File: src/core/ueb_map.svh
// Purpose: register offsets and field positions for the endpoint bank handshake block
// Assumes: APB with 32-bit data, one aligned word per register
// Notes: register figures used only by ueb_top live here, the bench uses literal offsets; type and handshake codes live in ueb_pkg
`ifndef UEB_MAP_SVH
`define UEB_MAP_SVH
`define UEB_OFF_CTRL 12'h000
`define UEB_OFF_FLAGS 12'h004
`define UEB_OFF_IEN 12'h008
`define UEB_OFF_DATA 12'h00c
`define UEB_OFF_COUNT 12'h010
`define UEB_OFF_CMD 12'h014
// ctrl register fields
`define UEB_CTRL_TYPE 1:0
`define UEB_CTRL_DBL 2
`define UEB_CTRL_STALL 3
// flag register bits
`define UEB_F_OUT 0
`define UEB_F_IN 1
`define UEB_F_SETUP 2
`define UEB_F_STALLED 3
`define UEB_F_NAKIN 4
`define UEB_F_UNDER 5
`define UEB_F_OVER 6
`define UEB_F_BANK 7
`define UEB_F_RW_ALLOWED 8
`define UEB_FLAG_W 8
`define UEB_F_W_LOW 6:0
// command register bits (write one to act)
`define UEB_C_STALLCLR 0
`define UEB_C_KILL 1
`define UEB_C_EPRST 2
`endif

File: src/core/ueb_pkg.sv
package ueb_pkg;
  typedef enum logic [1:0] {UEB_CONTROL = 2'h0, UEB_ISO = 2'h1, UEB_BULK_OUT = 2'h2, UEB_BULK_IN = 2'h3} ueb_type_t;
  typedef enum logic [2:0] {UEB_HS_NONE = 3'h0, UEB_HS_ACK = 3'h1, UEB_HS_NAK = 3'h3, UEB_HS_STALL = 3'h2,
                            UEB_HS_DATA = 3'h6} ueb_hs_t;
  typedef enum logic [1:0] {UEB_CS_IDLE = 2'h0, UEB_CS_DATA = 2'h1, UEB_CS_STATUS = 2'h3} ueb_cstate_t;
endpackage

File: src/core/ueb_top.sv
// Purpose: one endpoint's bank handshake between USB packet engine and firmware
// Assumes: packet engine gives one-cycle token/byte strobes; firmware selects endpoint outside
// Notes: two banks at most; answer given the cycle after the token
`include "ueb_map.svh"
module ueb_top #(
  parameter int BANK_AW = 6
) (
  input wire logic pclk,
  input wire logic presetn,
  input wire logic psel,
  input wire logic penable,
  input wire logic pwrite,
  input wire logic [11:0] paddr,
  input wire logic [31:0] pwdata,
  output logic [31:0] prdata,
  output logic pready,
  output logic pslverr,
  input wire logic tok_setup,
  input wire logic tok_out,
  input wire logic tok_in,
  input wire logic pkt_byte_valid,
  input wire logic [7:0] pkt_byte,
  input wire logic pkt_end,
  input wire logic pkt_crc_err,
  input wire logic pkt_retry,
  input wire logic in_byte_ready,
  output ueb_pkg::ueb_hs_t hs_code,
  output logic hs_valid,
  output logic [7:0] in_byte,
  output logic endpoint_irq
);
  import ueb_pkg::*;

  localparam int BSZ = 1 << BANK_AW;
  ueb_type_t ep_type_reg;
  logic dbl_reg, stall_request_reg;
  logic [`UEB_FLAG_W-1:0] flags_reg, ien_reg;
  logic [1:0] full_reg; // per bank holds a packet
  logic [BANK_AW:0] cnt_reg [0:1];
  logic cpu_bank_reg, usb_bank_reg, last_wr_reg;
  logic [BANK_AW:0] cpu_ptr_reg, usb_ptr_reg;
  ueb_cstate_t cst_reg;
  logic status_nak_reg;
  logic [7:0] mem_rd;
  logic setup_seen_reg, tok_in_d_reg;

  logic is_ctrl, is_in, wr_acc, rd_acc, any_tok, rx_pkt, rx_data_ok;
  logic stall_clr, kill, eprst, bank_clr, rw_allowed;
  logic [`UEB_FLAG_W-1:0] fl_clr;
  assign is_ctrl = (ep_type_reg == UEB_CONTROL);
  assign is_in = (ep_type_reg == UEB_BULK_IN);
  assign wr_acc = psel && penable && pwrite;
  assign rd_acc = psel && penable && !pwrite;
  assign any_tok = tok_setup || tok_out || tok_in;
  assign stall_clr = wr_acc && paddr == `UEB_OFF_CMD && pwdata[`UEB_C_STALLCLR];
  assign kill = wr_acc && paddr == `UEB_OFF_CMD && pwdata[`UEB_C_KILL];
  assign eprst = wr_acc && paddr == `UEB_OFF_CMD && pwdata[`UEB_C_EPRST];
  // flags are cleared by writing zero to the bit while it reads one
  assign fl_clr = (wr_acc && paddr == `UEB_OFF_FLAGS) ? ~pwdata[`UEB_FLAG_W-1:0] : '0;
  assign bank_clr = wr_acc && paddr == `UEB_OFF_FLAGS && !pwdata[`UEB_F_BANK] && !is_ctrl;
  // data accepted when not stalled, or in a setup token cycle
  assign rx_data_ok = !stall_request_reg || tok_setup;
  assign rx_pkt = pkt_end && rx_data_ok;

  always_comb begin
    if (is_in) begin
      rw_allowed = !full_reg[cpu_bank_reg] && cpu_ptr_reg < BSZ[BANK_AW:0];
    end else begin
      rw_allowed = full_reg[cpu_bank_reg] && cpu_ptr_reg < cnt_reg[cpu_bank_reg];
    end
  end

  // configuration and stall request
  always_ff @(posedge pclk or negedge presetn) begin
    if (!presetn) begin
      ep_type_reg <= UEB_CONTROL;
      dbl_reg <= 1'b0;
      ien_reg <= '0;
      stall_request_reg <= 1'b0;
    end else begin
      if (wr_acc && paddr == `UEB_OFF_CTRL) begin
        ep_type_reg <= ueb_type_t'(pwdata[`UEB_CTRL_TYPE]);
        dbl_reg <= pwdata[`UEB_CTRL_DBL];
        if (pwdata[`UEB_CTRL_STALL]) begin
          stall_request_reg <= 1'b1;
        end
      end
      if (wr_acc && paddr == `UEB_OFF_IEN) begin
        ien_reg <= pwdata[`UEB_FLAG_W-1:0];
      end
      // setup clears stall on control
      // endpoint reset leaves the request alone, only the clear bit or a control setup ends it
      if (stall_clr || (tok_setup && is_ctrl)) begin
        stall_request_reg <= 1'b0;
      end
    end
  end

  // handshake answer, one cycle after token
  always_ff @(posedge pclk or negedge presetn) begin
    if (!presetn) begin
      hs_valid <= 1'b0;
      hs_code <= UEB_HS_NONE;
    end else begin
      hs_valid <= any_tok;
      if (tok_setup && is_ctrl) begin
        hs_code <= UEB_HS_ACK; // setup always acked
      end else if (pkt_retry) begin
        hs_code <= UEB_HS_NAK;
      end else if (stall_request_reg && any_tok) begin
        hs_code <= UEB_HS_STALL;
      end else if (tok_in && is_ctrl && cst_reg == UEB_CS_DATA && !status_nak_reg && !flags_reg[`UEB_F_IN]) begin
        hs_code <= UEB_HS_DATA;
      end else if (tok_out && is_ctrl && cst_reg == UEB_CS_DATA) begin
        hs_code <= status_nak_reg ? UEB_HS_ACK : UEB_HS_NAK;
      end else if (tok_in) begin
        hs_code <= full_reg[usb_bank_reg] ? UEB_HS_DATA : UEB_HS_NAK;
      end else if (tok_out) begin
        hs_code <= full_reg[usb_bank_reg] && !is_ctrl ? UEB_HS_NAK : UEB_HS_ACK;
      end else begin
        hs_code <= UEB_HS_NONE;
      end
    end
  end

  // control transfer stage tracking
  always_ff @(posedge pclk or negedge presetn) begin
    if (!presetn) begin
      cst_reg <= UEB_CS_IDLE;
      status_nak_reg <= 1'b0;
    end else if (eprst || (tok_setup && is_ctrl)) begin
      cst_reg <= UEB_CS_DATA; // setup takes priority
      status_nak_reg <= 1'b0;
    end else if (is_ctrl && tok_out && cst_reg == UEB_CS_DATA && !stall_request_reg) begin
      status_nak_reg <= 1'b1;
      if (status_nak_reg) begin
        cst_reg <= UEB_CS_STATUS; // await next setup
      end
    end
  end

  // endpoint flags
  always_ff @(posedge pclk or negedge presetn) begin
    if (!presetn) begin
      flags_reg <= '0;
    end else if (eprst) begin
      flags_reg <= '0;
    end else begin
      flags_reg <= flags_reg & ~fl_clr;
      if (is_ctrl && status_nak_reg) begin
        flags_reg[`UEB_F_IN] <= 1'b1;
      end
      if (is_ctrl) begin
        if (!full_reg[0] && cst_reg == UEB_CS_DATA && !fl_clr[`UEB_F_IN]) begin
          flags_reg[`UEB_F_IN] <= flags_reg[`UEB_F_IN] | (hs_valid && hs_code == UEB_HS_DATA);
        end
        if (rx_pkt && !setup_seen_reg) begin
          flags_reg[`UEB_F_OUT] <= 1'b1; // retry out sets flags
          if (status_nak_reg) begin
            flags_reg[`UEB_F_IN] <= 1'b1;
          end
        end
        if (pkt_end && setup_seen_reg) begin
          flags_reg <= '0;
          flags_reg[`UEB_F_SETUP] <= 1'b1;
        end
      end else begin
        // in bank free or out bank full
        // raised once per bank: the bank flag stays up until firmware releases
        // the bank, so a flag cleared by firmware is not raised again meanwhile
        if (!flags_reg[`UEB_F_BANK] && !bank_clr &&
            (is_in ? !full_reg[cpu_bank_reg] : full_reg[cpu_bank_reg])) begin
          flags_reg[is_in ? `UEB_F_IN : `UEB_F_OUT] <= 1'b1;
          flags_reg[`UEB_F_BANK] <= 1'b1;
        end
        if (bank_clr) begin
          flags_reg[`UEB_F_BANK] <= 1'b0; // reload from new bank
        end
      end
      if (hs_valid && hs_code == UEB_HS_STALL) begin
        flags_reg[`UEB_F_STALLED] <= 1'b1;
      end
      if (ep_type_reg == UEB_ISO && pkt_end && pkt_crc_err) begin
        flags_reg[`UEB_F_STALLED] <= 1'b1;
        flags_reg[`UEB_F_OUT] <= 1'b1;
      end
      if (ep_type_reg == UEB_ISO && tok_in && !full_reg[usb_bank_reg]) begin
        flags_reg[`UEB_F_UNDER] <= 1'b1;
      end
      if (pkt_byte_valid && rx_data_ok && usb_ptr_reg == BSZ[BANK_AW:0]) begin
        flags_reg[`UEB_F_OVER] <= 1'b1;
      end
      if (hs_valid && hs_code == UEB_HS_NAK && tok_in_d_reg) begin
        flags_reg[`UEB_F_NAKIN] <= 1'b1;
      end
    end
  end

  // helpers: setup latch and in-token delay
  always_ff @(posedge pclk or negedge presetn) begin
    if (!presetn) begin
      setup_seen_reg <= 1'b0;
      tok_in_d_reg <= 1'b0;
    end else begin
      tok_in_d_reg <= tok_in;
      if (tok_setup && is_ctrl) begin
        setup_seen_reg <= 1'b1;
      end else if (tok_out || tok_in || pkt_end) begin
        setup_seen_reg <= 1'b0;
      end
    end
  end

  // bank bookkeeping for host side and cpu side
  always_ff @(posedge pclk or negedge presetn) begin
    if (!presetn) begin
      full_reg <= '0;
      cnt_reg[0] <= '0;
      cnt_reg[1] <= '0;
      cpu_bank_reg <= 1'b0;
      usb_bank_reg <= 1'b0;
      last_wr_reg <= 1'b0;
      cpu_ptr_reg <= '0;
      usb_ptr_reg <= '0;
    end else if (eprst || (tok_setup && is_ctrl)) begin
      full_reg <= '0;
      cpu_bank_reg <= 1'b0;
      usb_bank_reg <= 1'b0;
      cpu_ptr_reg <= '0;
      usb_ptr_reg <= '0;
      cnt_reg[0] <= '0;
      cnt_reg[1] <= '0;
    end else begin
      // host writes OUT bytes, leading bytes only
      if (pkt_byte_valid && rx_data_ok && !is_in && usb_ptr_reg < BSZ[BANK_AW:0]) begin
        usb_ptr_reg <= usb_ptr_reg + 1'b1;
      end
      // a corrupted packet is not kept, but the next one starts at byte zero
      if (rx_pkt && !is_in) begin
        usb_ptr_reg <= '0;
      end
      if (rx_pkt && !is_in && !pkt_crc_err) begin
        cnt_reg[usb_bank_reg] <= usb_ptr_reg;
        full_reg[usb_bank_reg] <= 1'b1;
        if (dbl_reg && !is_ctrl) begin
          usb_bank_reg <= !usb_bank_reg;
        end
      end
      // host reads IN bytes
      if (is_in && in_byte_ready && full_reg[usb_bank_reg]) begin
        if (usb_ptr_reg + 1'b1 >= cnt_reg[usb_bank_reg]) begin
          full_reg[usb_bank_reg] <= 1'b0;
          usb_ptr_reg <= '0;
          usb_bank_reg <= dbl_reg ? !usb_bank_reg : 1'b0;
        end else begin
          usb_ptr_reg <= usb_ptr_reg + 1'b1;
        end
      end
      // cpu data port
      if ((wr_acc || rd_acc) && paddr == `UEB_OFF_DATA && rw_allowed) begin
        cpu_ptr_reg <= cpu_ptr_reg + 1'b1;
      end
      // firmware orders flag clears before this
      if (bank_clr) begin
        full_reg[cpu_bank_reg] <= is_in;
        if (is_in) begin
          cnt_reg[cpu_bank_reg] <= cpu_ptr_reg;
          last_wr_reg <= cpu_bank_reg;
        end
        cpu_ptr_reg <= '0;
        cpu_bank_reg <= dbl_reg ? !cpu_bank_reg : 1'b0;
      end
      if (kill && is_in) begin
        full_reg[last_wr_reg] <= 1'b0;
      end
      // control out data freed by clearing out or setup flag
      if (is_ctrl && (fl_clr[`UEB_F_OUT] || fl_clr[`UEB_F_SETUP]) && (flags_reg[`UEB_F_OUT]
          || flags_reg[`UEB_F_SETUP])) begin
        full_reg[0] <= 1'b0;
        cnt_reg[0] <= '0; // the emptied control bank counts no bytes
      end
    end
  end

  logic [BANK_AW-1:0] mem_addr;
  // cpu reads of OUT data follow the cpu pointer, never the host one
  assign mem_addr = cpu_ptr_reg[BANK_AW-1:0];
  // single bank array; cpu writes IN, host writes OUT
  ueb_mem #(.AW(BANK_AW + 1), .DW(8)) ueb_mem_inst (
    .pclk(pclk),
    .we((pkt_byte_valid && rx_data_ok && usb_ptr_reg < BSZ[BANK_AW:0]) ||
        (wr_acc && paddr == `UEB_OFF_DATA && rw_allowed)),
    .waddr(pkt_byte_valid ? {usb_bank_reg, usb_ptr_reg[BANK_AW-1:0]} : {cpu_bank_reg, cpu_ptr_reg[BANK_AW-1:0]}),
    .wdata(pkt_byte_valid ? pkt_byte : pwdata[7:0]),
    .raddr(is_in ? {usb_bank_reg, usb_ptr_reg[BANK_AW-1:0]} : {cpu_bank_reg, mem_addr}),
    .rdata(mem_rd)
  );

  // apb read mux and fixed zero-wait answer
  always_ff @(posedge pclk or negedge presetn) begin
    if (!presetn) begin
      prdata <= '0;
      pready <= 1'b0;
      pslverr <= 1'b0;
      in_byte <= '0;
      endpoint_irq <= 1'b0;
    end else begin
      pready <= psel && !penable;
      pslverr <= psel && !penable && paddr > `UEB_OFF_CMD;
      in_byte <= mem_rd;
      endpoint_irq <= |(flags_reg & ien_reg);
      prdata <= '0;
      case (paddr)
        `UEB_OFF_CTRL: prdata <= {28'h0, stall_request_reg, dbl_reg, ep_type_reg};
        `UEB_OFF_FLAGS: prdata <= {23'h0, rw_allowed && !is_ctrl && !stall_request_reg,
                                   flags_reg[`UEB_F_BANK] && !is_ctrl, flags_reg[`UEB_F_W_LOW]};
        `UEB_OFF_IEN: prdata <= {24'h0, ien_reg};
        `UEB_OFF_DATA: prdata <= {24'h0, mem_rd};
        `UEB_OFF_COUNT: prdata <= {{(31-BANK_AW){1'b0}}, cnt_reg[cpu_bank_reg]};
        default: prdata <= '0; // command bits always read zero
      endcase
    end
  end

  a_stall_held: assert property (@(posedge pclk) disable iff (!presetn)
    stall_request_reg && !stall_clr && !(tok_setup && is_ctrl) |=> stall_request_reg)
    else $error("stall request dropped");
  a_stall_flag: assert property (@(posedge pclk) disable iff (!presetn)
    hs_valid && hs_code == UEB_HS_STALL && !eprst |=> flags_reg[`UEB_F_STALLED])
    else $error("stall sent not flagged");
  a_setup_ack: assert property (@(posedge pclk) disable iff (!presetn)
    tok_setup && is_ctrl |=> hs_valid && hs_code == UEB_HS_ACK && !stall_request_reg)
    else $error("setup not acked");
  a_retry_first: assert property (@(posedge pclk) disable iff (!presetn)
    pkt_retry && any_tok && !(tok_setup && is_ctrl) |=> hs_code == UEB_HS_NAK)
    else $error("stall beat retry");
  a_ctrl_zero: assert property (@(posedge pclk) disable iff (!presetn)
    rd_acc && paddr == `UEB_OFF_FLAGS && is_ctrl |=> prdata[8:7] == 2'h0)
    else $error("control bank bits visible");
  a_zlp_count: assert property (@(posedge pclk) disable iff (!presetn)
    rx_pkt && !is_in && !pkt_crc_err && usb_ptr_reg == '0 && !pkt_byte_valid && !eprst && !tok_setup
    |=> cnt_reg[$past(usb_bank_reg)] == '0)
    else $error("zero length count wrong");
  a_irq_map: assert property (@(posedge pclk) disable iff (!presetn)
    ##1 endpoint_irq == $past(|(flags_reg & ien_reg)))
    else $error("interrupt mismatch");
  a_over_flag: assert property (@(posedge pclk) disable iff (!presetn)
    pkt_byte_valid && rx_data_ok && usb_ptr_reg == BSZ[BANK_AW:0] && !eprst |=> flags_reg[`UEB_F_OVER])
    else $error("overflow not flagged");
  c_stall: cover property (@(posedge pclk) hs_valid && hs_code == UEB_HS_STALL);
  c_setup: cover property (@(posedge pclk) flags_reg[`UEB_F_SETUP]);
  c_dbl: cover property (@(posedge pclk) dbl_reg && full_reg == 2'h3);
endmodule

File: src/core/ueb_mem.sv
// Purpose: bank storage for the endpoint, registered read data
// Assumes: one write and one read port on pclk
// Notes: no reset on the array, contents are don't-care until written
module ueb_mem #(
  parameter int AW = 7,
  parameter int DW = 8
) (
  input wire logic pclk,
  input wire logic we,
  input wire logic [AW-1:0] waddr,
  input wire logic [DW-1:0] wdata,
  input wire logic [AW-1:0] raddr,
  output logic [DW-1:0] rdata
);
  logic [DW-1:0] mem_reg [0:(1<<AW)-1];

  // synchronous write and registered read
  always_ff @(posedge pclk) begin
    if (we) begin
      mem_reg[waddr] <= wdata;
    end
    rdata <= mem_reg[raddr];
  end
endmodule

File: config.mk
export PLATFORM = sky130hd
export DESIGN_NAME = ueb_top
export DESIGN_NICKNAME = d
export VERILOG_FILES = /design/src/core/ueb_pkg.sv /design/src/core/ueb_top.sv /design/src/core/ueb_mem.sv
export VERILOG_INCLUDE_DIRS = /design/src /design/src/core
export SDC_FILE = /design/constraint.sdc
export NUM_CORES = 2
export LEC_CHECK = 0
export BUFFER_PORTS_ARGS = -buffer_cell sky130_fd_sc_hd__buf_2
export CAP_MARGIN = 20
export CORE_AREA = 2 2 326 328
export DETAILED_ROUTE_END_ITERATION = 16
export DIE_AREA = 0 0 328 330
export GPL_TIMING_DRIVEN = 0
export SLEW_MARGIN = 0
export SYNTH_ARGS = -nofsm -noshare
export SYNTH_HDL_FRONTEND = slang
export SYNTH_SLANG_ARGS = --single-unit
File: constraint.sdc
create_clock -name pclk -period 3.7 [get_ports pclk]
set_input_delay 0.555 -clock pclk [delete_from_list [all_inputs] [get_ports pclk]]
set_output_delay 0.555 -clock pclk [all_outputs]
set_load 0.05 [all_outputs]
==> Yosys cells after proc, flatten, opt, wreduce, memory -nomap -nowiden <==
Memories as Yosys holds them, arrays and structs flattened. A register that Yosys moved wholly into a read port is not among the register bits.
Index checks and enable logic that the tools add are counted.
Widths: inputs -> output; s select.
{ "word_totals": {"register_bits": 105, "output_inout_bits": 47, "ram_bits": 1024, "inputBits": 65, "n_memories": 1} }
{ "op_classes": {"addsub": 2, "mux": 104, "n_reduce_logical": 111, "order_cmp": 17, "bitwise": 14, "eq_ne": 12} }
{ "mem_list": {"columns": ["name", "words", "width", "rd", "rd_ports_with_merged_regs", "write_ports", "line", "text"], "rows": [
  ["ueb_mem_inst.mem_reg", 128, 8, 1, 1, 1, "ueb_mem.sv:15", "logic [DW-1:0] mem_reg [0:(1<<AW)-1];"]
]} }
{ "ops": {"columns": ["cell", "n"], "rows": [
  ["$mux 7", 19],
  ["$mux 14", 5],
  ["$logic_and 1x1->1", 68],
  ["$mux 8", 6],
  ["$pmux 9 s5", 1],
  ["$mux 1", 41],
  ["$mux 2", 16],
  ["$bwmux 14", 2],
  ["$eq 12x4->1 const B", 2],
  ["$eq 12x5->1 const B", 2],
  ["$mux 3", 7],
  ["$logic_not 1->1", 18],
  ["$and 8x8->8", 2],
  ["$not 8->8", 2],
  ["$add 7x1->7 const B", 2],
  ["$demux 7 s1", 2],
  ["$lt 7x7->1 const B", 2],
  ["$eq 12x3->1 const B", 1],
  ["$gt 12x5->1 const B", 1],
  ["$logic_not 12->1", 1],
  ["$reduce_bool 2->1", 6],
  ["$logic_or 1x1->1", 11],
  ["$reduce_or 8->1", 1],
  ["$eq 7x7->1 const B", 1],
  ["26 further kinds", 41]
]} }

==> Logic depth before layout (Yosys ltp) <==
{ "logic_depth": {"depth_word": 18, "mapped_depth": 13, "mapped_depth_nobuf": 11} }

==> Cells and area by module <==
Synthesis repeated with hierarchy kept, for this count alone.
{ "hier_totals": {"hier_cells": 2158, "area_unflattened_um2": 44685.4} }
{ "by_module_without_submodules": {"columns": ["module", "area_per_inst_um2", "seq_area_each_um2", "instances", "cells_each"], "rows": [
  ["ueb_mem", 39665.5, 30909.6, 1, 1635],
  ["ueb_top", 5019.8, 2052.0, 1, 523]
]} }

==> Least setup slack after synthesis <==
OpenSTA, ideal clock, no wires.
{ "synth_path": {"path_kind": "reg-to-reg", "start": "reg cpu_bank_reg", "end": "mem ueb_mem_inst.mem_reg[119][0], enable pin", "t_required_ns": 3.317, "arrival_time_ns": 3.188, "path_buffers": 4, "path_stages_with_launch": 12, "path_slack_ns": 0.128, "setup_time_ns": 0.383, "period_less_slack_ns": 3.572, "path_cell_list": "dfrtp_1 > buf_2 > clkbuf_1 > mux2i_1 > ha_1 > a2111oi_2 > o2bb2ai_1 > a31oi_1 > o22a_1 > buf_2 > buf_1 > nor3_1"} }
{ "synth_between": {"elab_chain_cells": 11} }
{ "synth_rtl": {"columns": ["element", "line", "text"], "rows": [
  ["start, declared", "ueb_top.sv:40", "logic cpu_bank_reg, usb_bank_reg, last_wr_reg;"],
  ["start signal, assigned", "ueb_top.sv:271", "cpu_bank_reg <= dbl_reg ? !cpu_bank_reg : 1'b0;"],
  ["$not 1->2 (implied by the code)", "ueb_top.sv:69", "rw_allowed = full_reg[cpu_bank_reg] && cpu_ptr_reg < cnt_reg[cpu_bank_reg];"],
  ["$mux 7 (implied by the code) (3 in series)", "ueb_top.sv:69", null],
  ["$lt 7x7->1", "ueb_top.sv:69", null],
  ["$logic_and 1x1->1", "ueb_top.sv:69", null],
  ["$mux 1", "ueb_top.sv:66", "if (is_in) begin"],
  ["$logic_and 1x1->1", "ueb_top.sv:292", "(wr_acc && paddr == `UEB_OFF_DATA && rw_allowed)),"],
  ["$logic_or 1x1->1", "ueb_top.sv:291", ".we((pkt_byte_valid && rx_data_ok && usb_ptr_reg < BSZ[BANK_AW:0]) ||"],
  ["$mux 1", "ueb_mem.sv:19", "if (we) begin"],
  ["$mux 1 (implied by the code)", "ueb_mem.sv:20", "mem_reg[waddr] <= wdata;"],
  ["end, declared", "ueb_mem.sv:15", null]
]} }
Parallel ways exist; a longest one is shown, timed or not. The select of a mux whose other input is x is not followed.

==> Worst setup path after layout <==
{ "layout_path": {"start": "reg ep_type_reg[0]", "end": "reg ueb_mem_inst.rdata[1], read port of ueb_mem_inst.mem_reg"} }
{ "layout_between": {"elab_chain_cells": 2} }
{ "layout_rtl": {"columns": ["element", "line", "text"], "rows": [
  ["start, declared", "ueb_top.sv:35", "ueb_type_t ep_type_reg;"],
  ["start signal, assigned", "ueb_top.sv:82", "ep_type_reg <= ueb_type_t'(pwdata[`UEB_CTRL_TYPE]);"],
  ["$eq 2x2->1", "ueb_top.sv:51", "assign is_in = (ep_type_reg == UEB_BULK_IN);"],
  ["$mux 7", "ueb_top.sv:295", ".raddr(is_in ? {usb_bank_reg, usb_ptr_reg[BANK_AW-1:0]} : {cpu_bank_reg, mem_addr}),"],
  ["end, declared", "ueb_mem.sv:13", "output logic [DW-1:0] rdata"]
]} }
Every way passes these cells.
A chain may end at the register's enable or synchronous reset.

==> results.md <==
- Main flop type after synthesis: edfxtp_1
- Skew final: 0.0283 ns
- Initial Util: 0.437
- Antenna violations before repair: 5
- CP max stage delay: 0.70 ns
- Final #Nets: 3,908
- Area contributors post-synth: edfxtp_1 (67%), nand2_1 (7.1%), dfrtp_1 (4.5%), mux2i_1 (3.3%), nand3_1 (2.9%)
- CP arrival: 4.37 ns
- Post-DP Area: 48,900 um2
- Maximum VDD drop: 0.370 mV
- RSZ-0062 raised after global routing: yes
- WS Path Type: reg -> reg
- PortBufs: 64
- Share of cells above drive strength 1: 0.208
- Seq/Total Area, Yosys: 0.721
- Largest net degree at the start of global routing: 129
- Fin cells: 5,315
- Row count: 119
- Slew Limit Fails: 0
- Iter 0 DRT Violations: 4,844
- Global-route wire length before repair: 225,000 um
- Final Setup Violations: 18
- Die W: 328 um
- Hold Crit Start: tok_in
- Critical-path top delay cell: o21ai_0
- WP depth: 10
- CTS tree: done
- Drt wl/cell: 30.5 um
- Post-synth top area cell: edfxtp_1
- Largest fanout on the critical path: 10
- Vias: 32.2k
- Reg2reg path depth: 10
- Num CTS Buffers: 113
- Clock Path Buffers: 3
- Root Buffer: clkbuf_16
- Post-DRT Antenna Nets: 0
- Total Routing Usage GR: 0.296
- Drt drc: 0
- Failing checks: setup timing
- Setup crit end kind: flop
- Gpl congestion: 1.04
- Top Ports: 112
- DR vias/cell: 6.05
- Hold Path Sink: tok_in_d_reg
- Final Cycle Share: 1.03
- Final Cell Area: 55,600 um2
- Worst slew pin tran: 1.32 ns
- Synth top area share: 0.673
- Crit path cell chain: buf_4 > and2_1 > buf_2 > buf_6 > o21ai_0 > nand2_1 > nor2_1 > a22oi_1 > nand4_1 > nor3_2
- Post-Synthesis Cells: 3,432
- Maxcap violations: 0
- Pwr per Cell Area: 475 nW/um2
- Worst hold path depth: 1
- Fillers: 8,632
- Max reg flops: 1,024
- Total die area: 108,000 um2
- Mean Syn Cell Area: 13.3 um2
- Yosys cell types: 71
- Setup slack, reg-to-reg: -0.11 ns
- Startpoint Class: flop
- Final number of hold-violating endpoints: 0
- Routed wire length: 162,000 um
- Data required, critical path: 4.27 ns
- Tot Pwr: 26.4 mW
- Synth cell count leaders: edfxtp_1 (1,024), nand2_1 (863), nand3_1 (264)
- Critical R2R Launch: ep_type_reg[0]
- Setup slack after layout: -0.108 ns
- Skew-Pair Late Insertion Delay: 0.72 ns
- TNS Setup: -0.783 ns
- R2R Path End: ueb_mem_inst.rdata[1]
- Gr ovfl total: 0
- Ant diodes: 0
- #FFs+latches synth: 1,114
- Area Growth Syn to Fin: 21.6%
- Hold Path Class: in -> reg
- Fmax: 263 MHz
- Static leakage: 20.1 nW
- TritonRoute pass-1 iters: 6
- Die height: 330 um
- CP delay by family, top: simple AND/OR/NAND/NOR gates
- Multi-input logic area: 13,100 um2
- Warnings from Yosys: 0
- Sink Count: 1,114
- Count leader, synth: edfxtp_1
- Vias in the first global route: 30.3k
- Mapped cell area: 45,700 um2
- Pre-CTS setup slack: -1.50 ns
- Post-DP HPWL: 110,000 um
- Post-synth EDFFs: 1,024
- Status: finished with violations
- Depth of the CTS H-tree: 3
- CP bufs+invs: 3
- Register Area: 33,000 um2
- Post-synth ARST share: 0.0736
- Inst Count DP: 4,990
- Crit path time final: 3.81 ns
- Core area: 105,000 um2
- Clock-pin slew on the worst setup and hold paths: 0.06 ns
- Worst slew margin: 0.110
-- worst reg2reg max path: cells and delay by family (launching register included) --
family                 cells  cell delay, ns
and+or+nand+nor            5            1.69
AOI/OAI and AO/OA          2            1.00
buffers and inverters      3            0.58
DFF                        1            0.40
-- how the worst max path moves through the flow --
| stage | start | to | slack, ns |
|---|---|---|---|
| after global routing | ep_type_reg[0] | ueb_mem_inst.rdata[5] | -0.01 |
| after CTS | ep_type_reg[0] | ueb_mem_inst.rdata[2] | -0.07 |
| after detailed placement | cpu_bank_reg | ueb_mem_inst.mem_reg[14][7] | -1.50 |
| after global placement | cpu_bank_reg | ueb_mem_inst.mem_reg[105][4] | -1.88 |
| after floorplan | cpu_bank_reg | ueb_mem_inst.mem_reg[119][0] | 0.13 |
| final | ep_type_reg[0] | ueb_mem_inst.rdata[1] | -0.11 |
-- metrics by stage --
step	hold WS [ns]	util
finish	0.0581	0.531
global route	0.0333	0.531
CTS	0.0204	0.526
detailed placement	0.348	0.467
global placement	0.338	0.457
floorplan	0.259	-
-- layout by cell type (no fill, tap or decap), types with 12 or more instances in the layout --
| cell type | Yosys | final |
|---|---|---|
| nor2_4 | 0 | 32 |
| nor2_1 | 142 | 111 |
| buf_2 | 65 | 120 |
| nor3_2 | 2 | 41 |
| bufinv_16 | 0 | 12 |
| a211oi_1 | 20 | 19 |
| a32oi_1 | 84 | 83 |
| buf_4 | 39 | 144 |
| nand3_1 | 264 | 261 |
| nand2_1 | 863 | 855 |
| a32o_1 | 40 | 40 |
| o22ai_1 | 32 | 32 |
| a22oi_1 | 42 | 39 |
| mux2_2 | 26 | 18 |
| nor3_1 | 119 | 20 |
| edfxtp_1 | 1024 | 1024 |
| mux2i_1 | 150 | 147 |
| buf_6 | 9 | 25 |
| clkinv_2 | 0 | 24 |
| conb_1 | 1 | 23 |
| clkbuf_2 | 0 | 47 |
| ha_1 | 16 | 16 |
| dfrtp_1 | 82 | 82 |
| clkbuf_4 | 0 | 27 |
| o21ai_0 | 56 | 46 |
| buf_12 | 0 | 54 |
| a21oi_1 | 44 | 44 |
| clkbuf_16 | 0 | 119 |
| nor4_1 | 18 | 12 |
| clkinv_1 | 0 | 21 |
| nor3_4 | 0 | 60 |
| nand4_1 | 34 | 34 |
| clkbuf_1 | 100 | 69 |
-- cell families after synthesis --
logic type	after synthesis	share of synthesized area
AOI/OAI and AO/OA	372	0.0601
xor gates and xnor gates	12	0.00230
adders and majority gates	16	0.00438
buffers and inverters	231	0.0254
DFF	1114	0.721
muxes	189	0.0453
other	1	0.0000821
and+or+nand+nor	1497	0.141
-- cell type report --
type                       instances  area share
clock inverter                    70      0.0127
buffer                           219      0.0235
timing repair buffer             261      0.0471
multi-input combinational       2109       0.236
sequential                      1114       0.593
tap                             1391      0.0313
clock buffer                     142      0.0558
inverter                           9    0.000608
-- layer usage --
layer  routed length [um]  vias to the layer above  track usage
met5                   22                        -            0
li1                     -                    13600            -
met2                72000                     2107        0.450
met4                 9100                        4        0.150
met1                61100                    16100        0.395
met3                19900                      404       0.0773
-- power by group --
part | total, mW | internal [mW] | switching [mW]
registers | 13.9 | 13.9 | 0.0247
logic | 0.760 | 0.157 | 0.603
clock network | 11.7 | 6.78 | 4.96
-- what timing repair did --
| item | CTS | global route |
|---|---|---|
| pin swaps | 97 | 16 |
| hold buffers | 1 | 0 |
| buffers inserted | 98 | 15 |
| resized for setup | 276 | 78 |
| endpoints found under the setup margin | 1036 | 781 |
| hold endpoints to repair | 22 | 0 |
(Power assumes the default switching activity.)
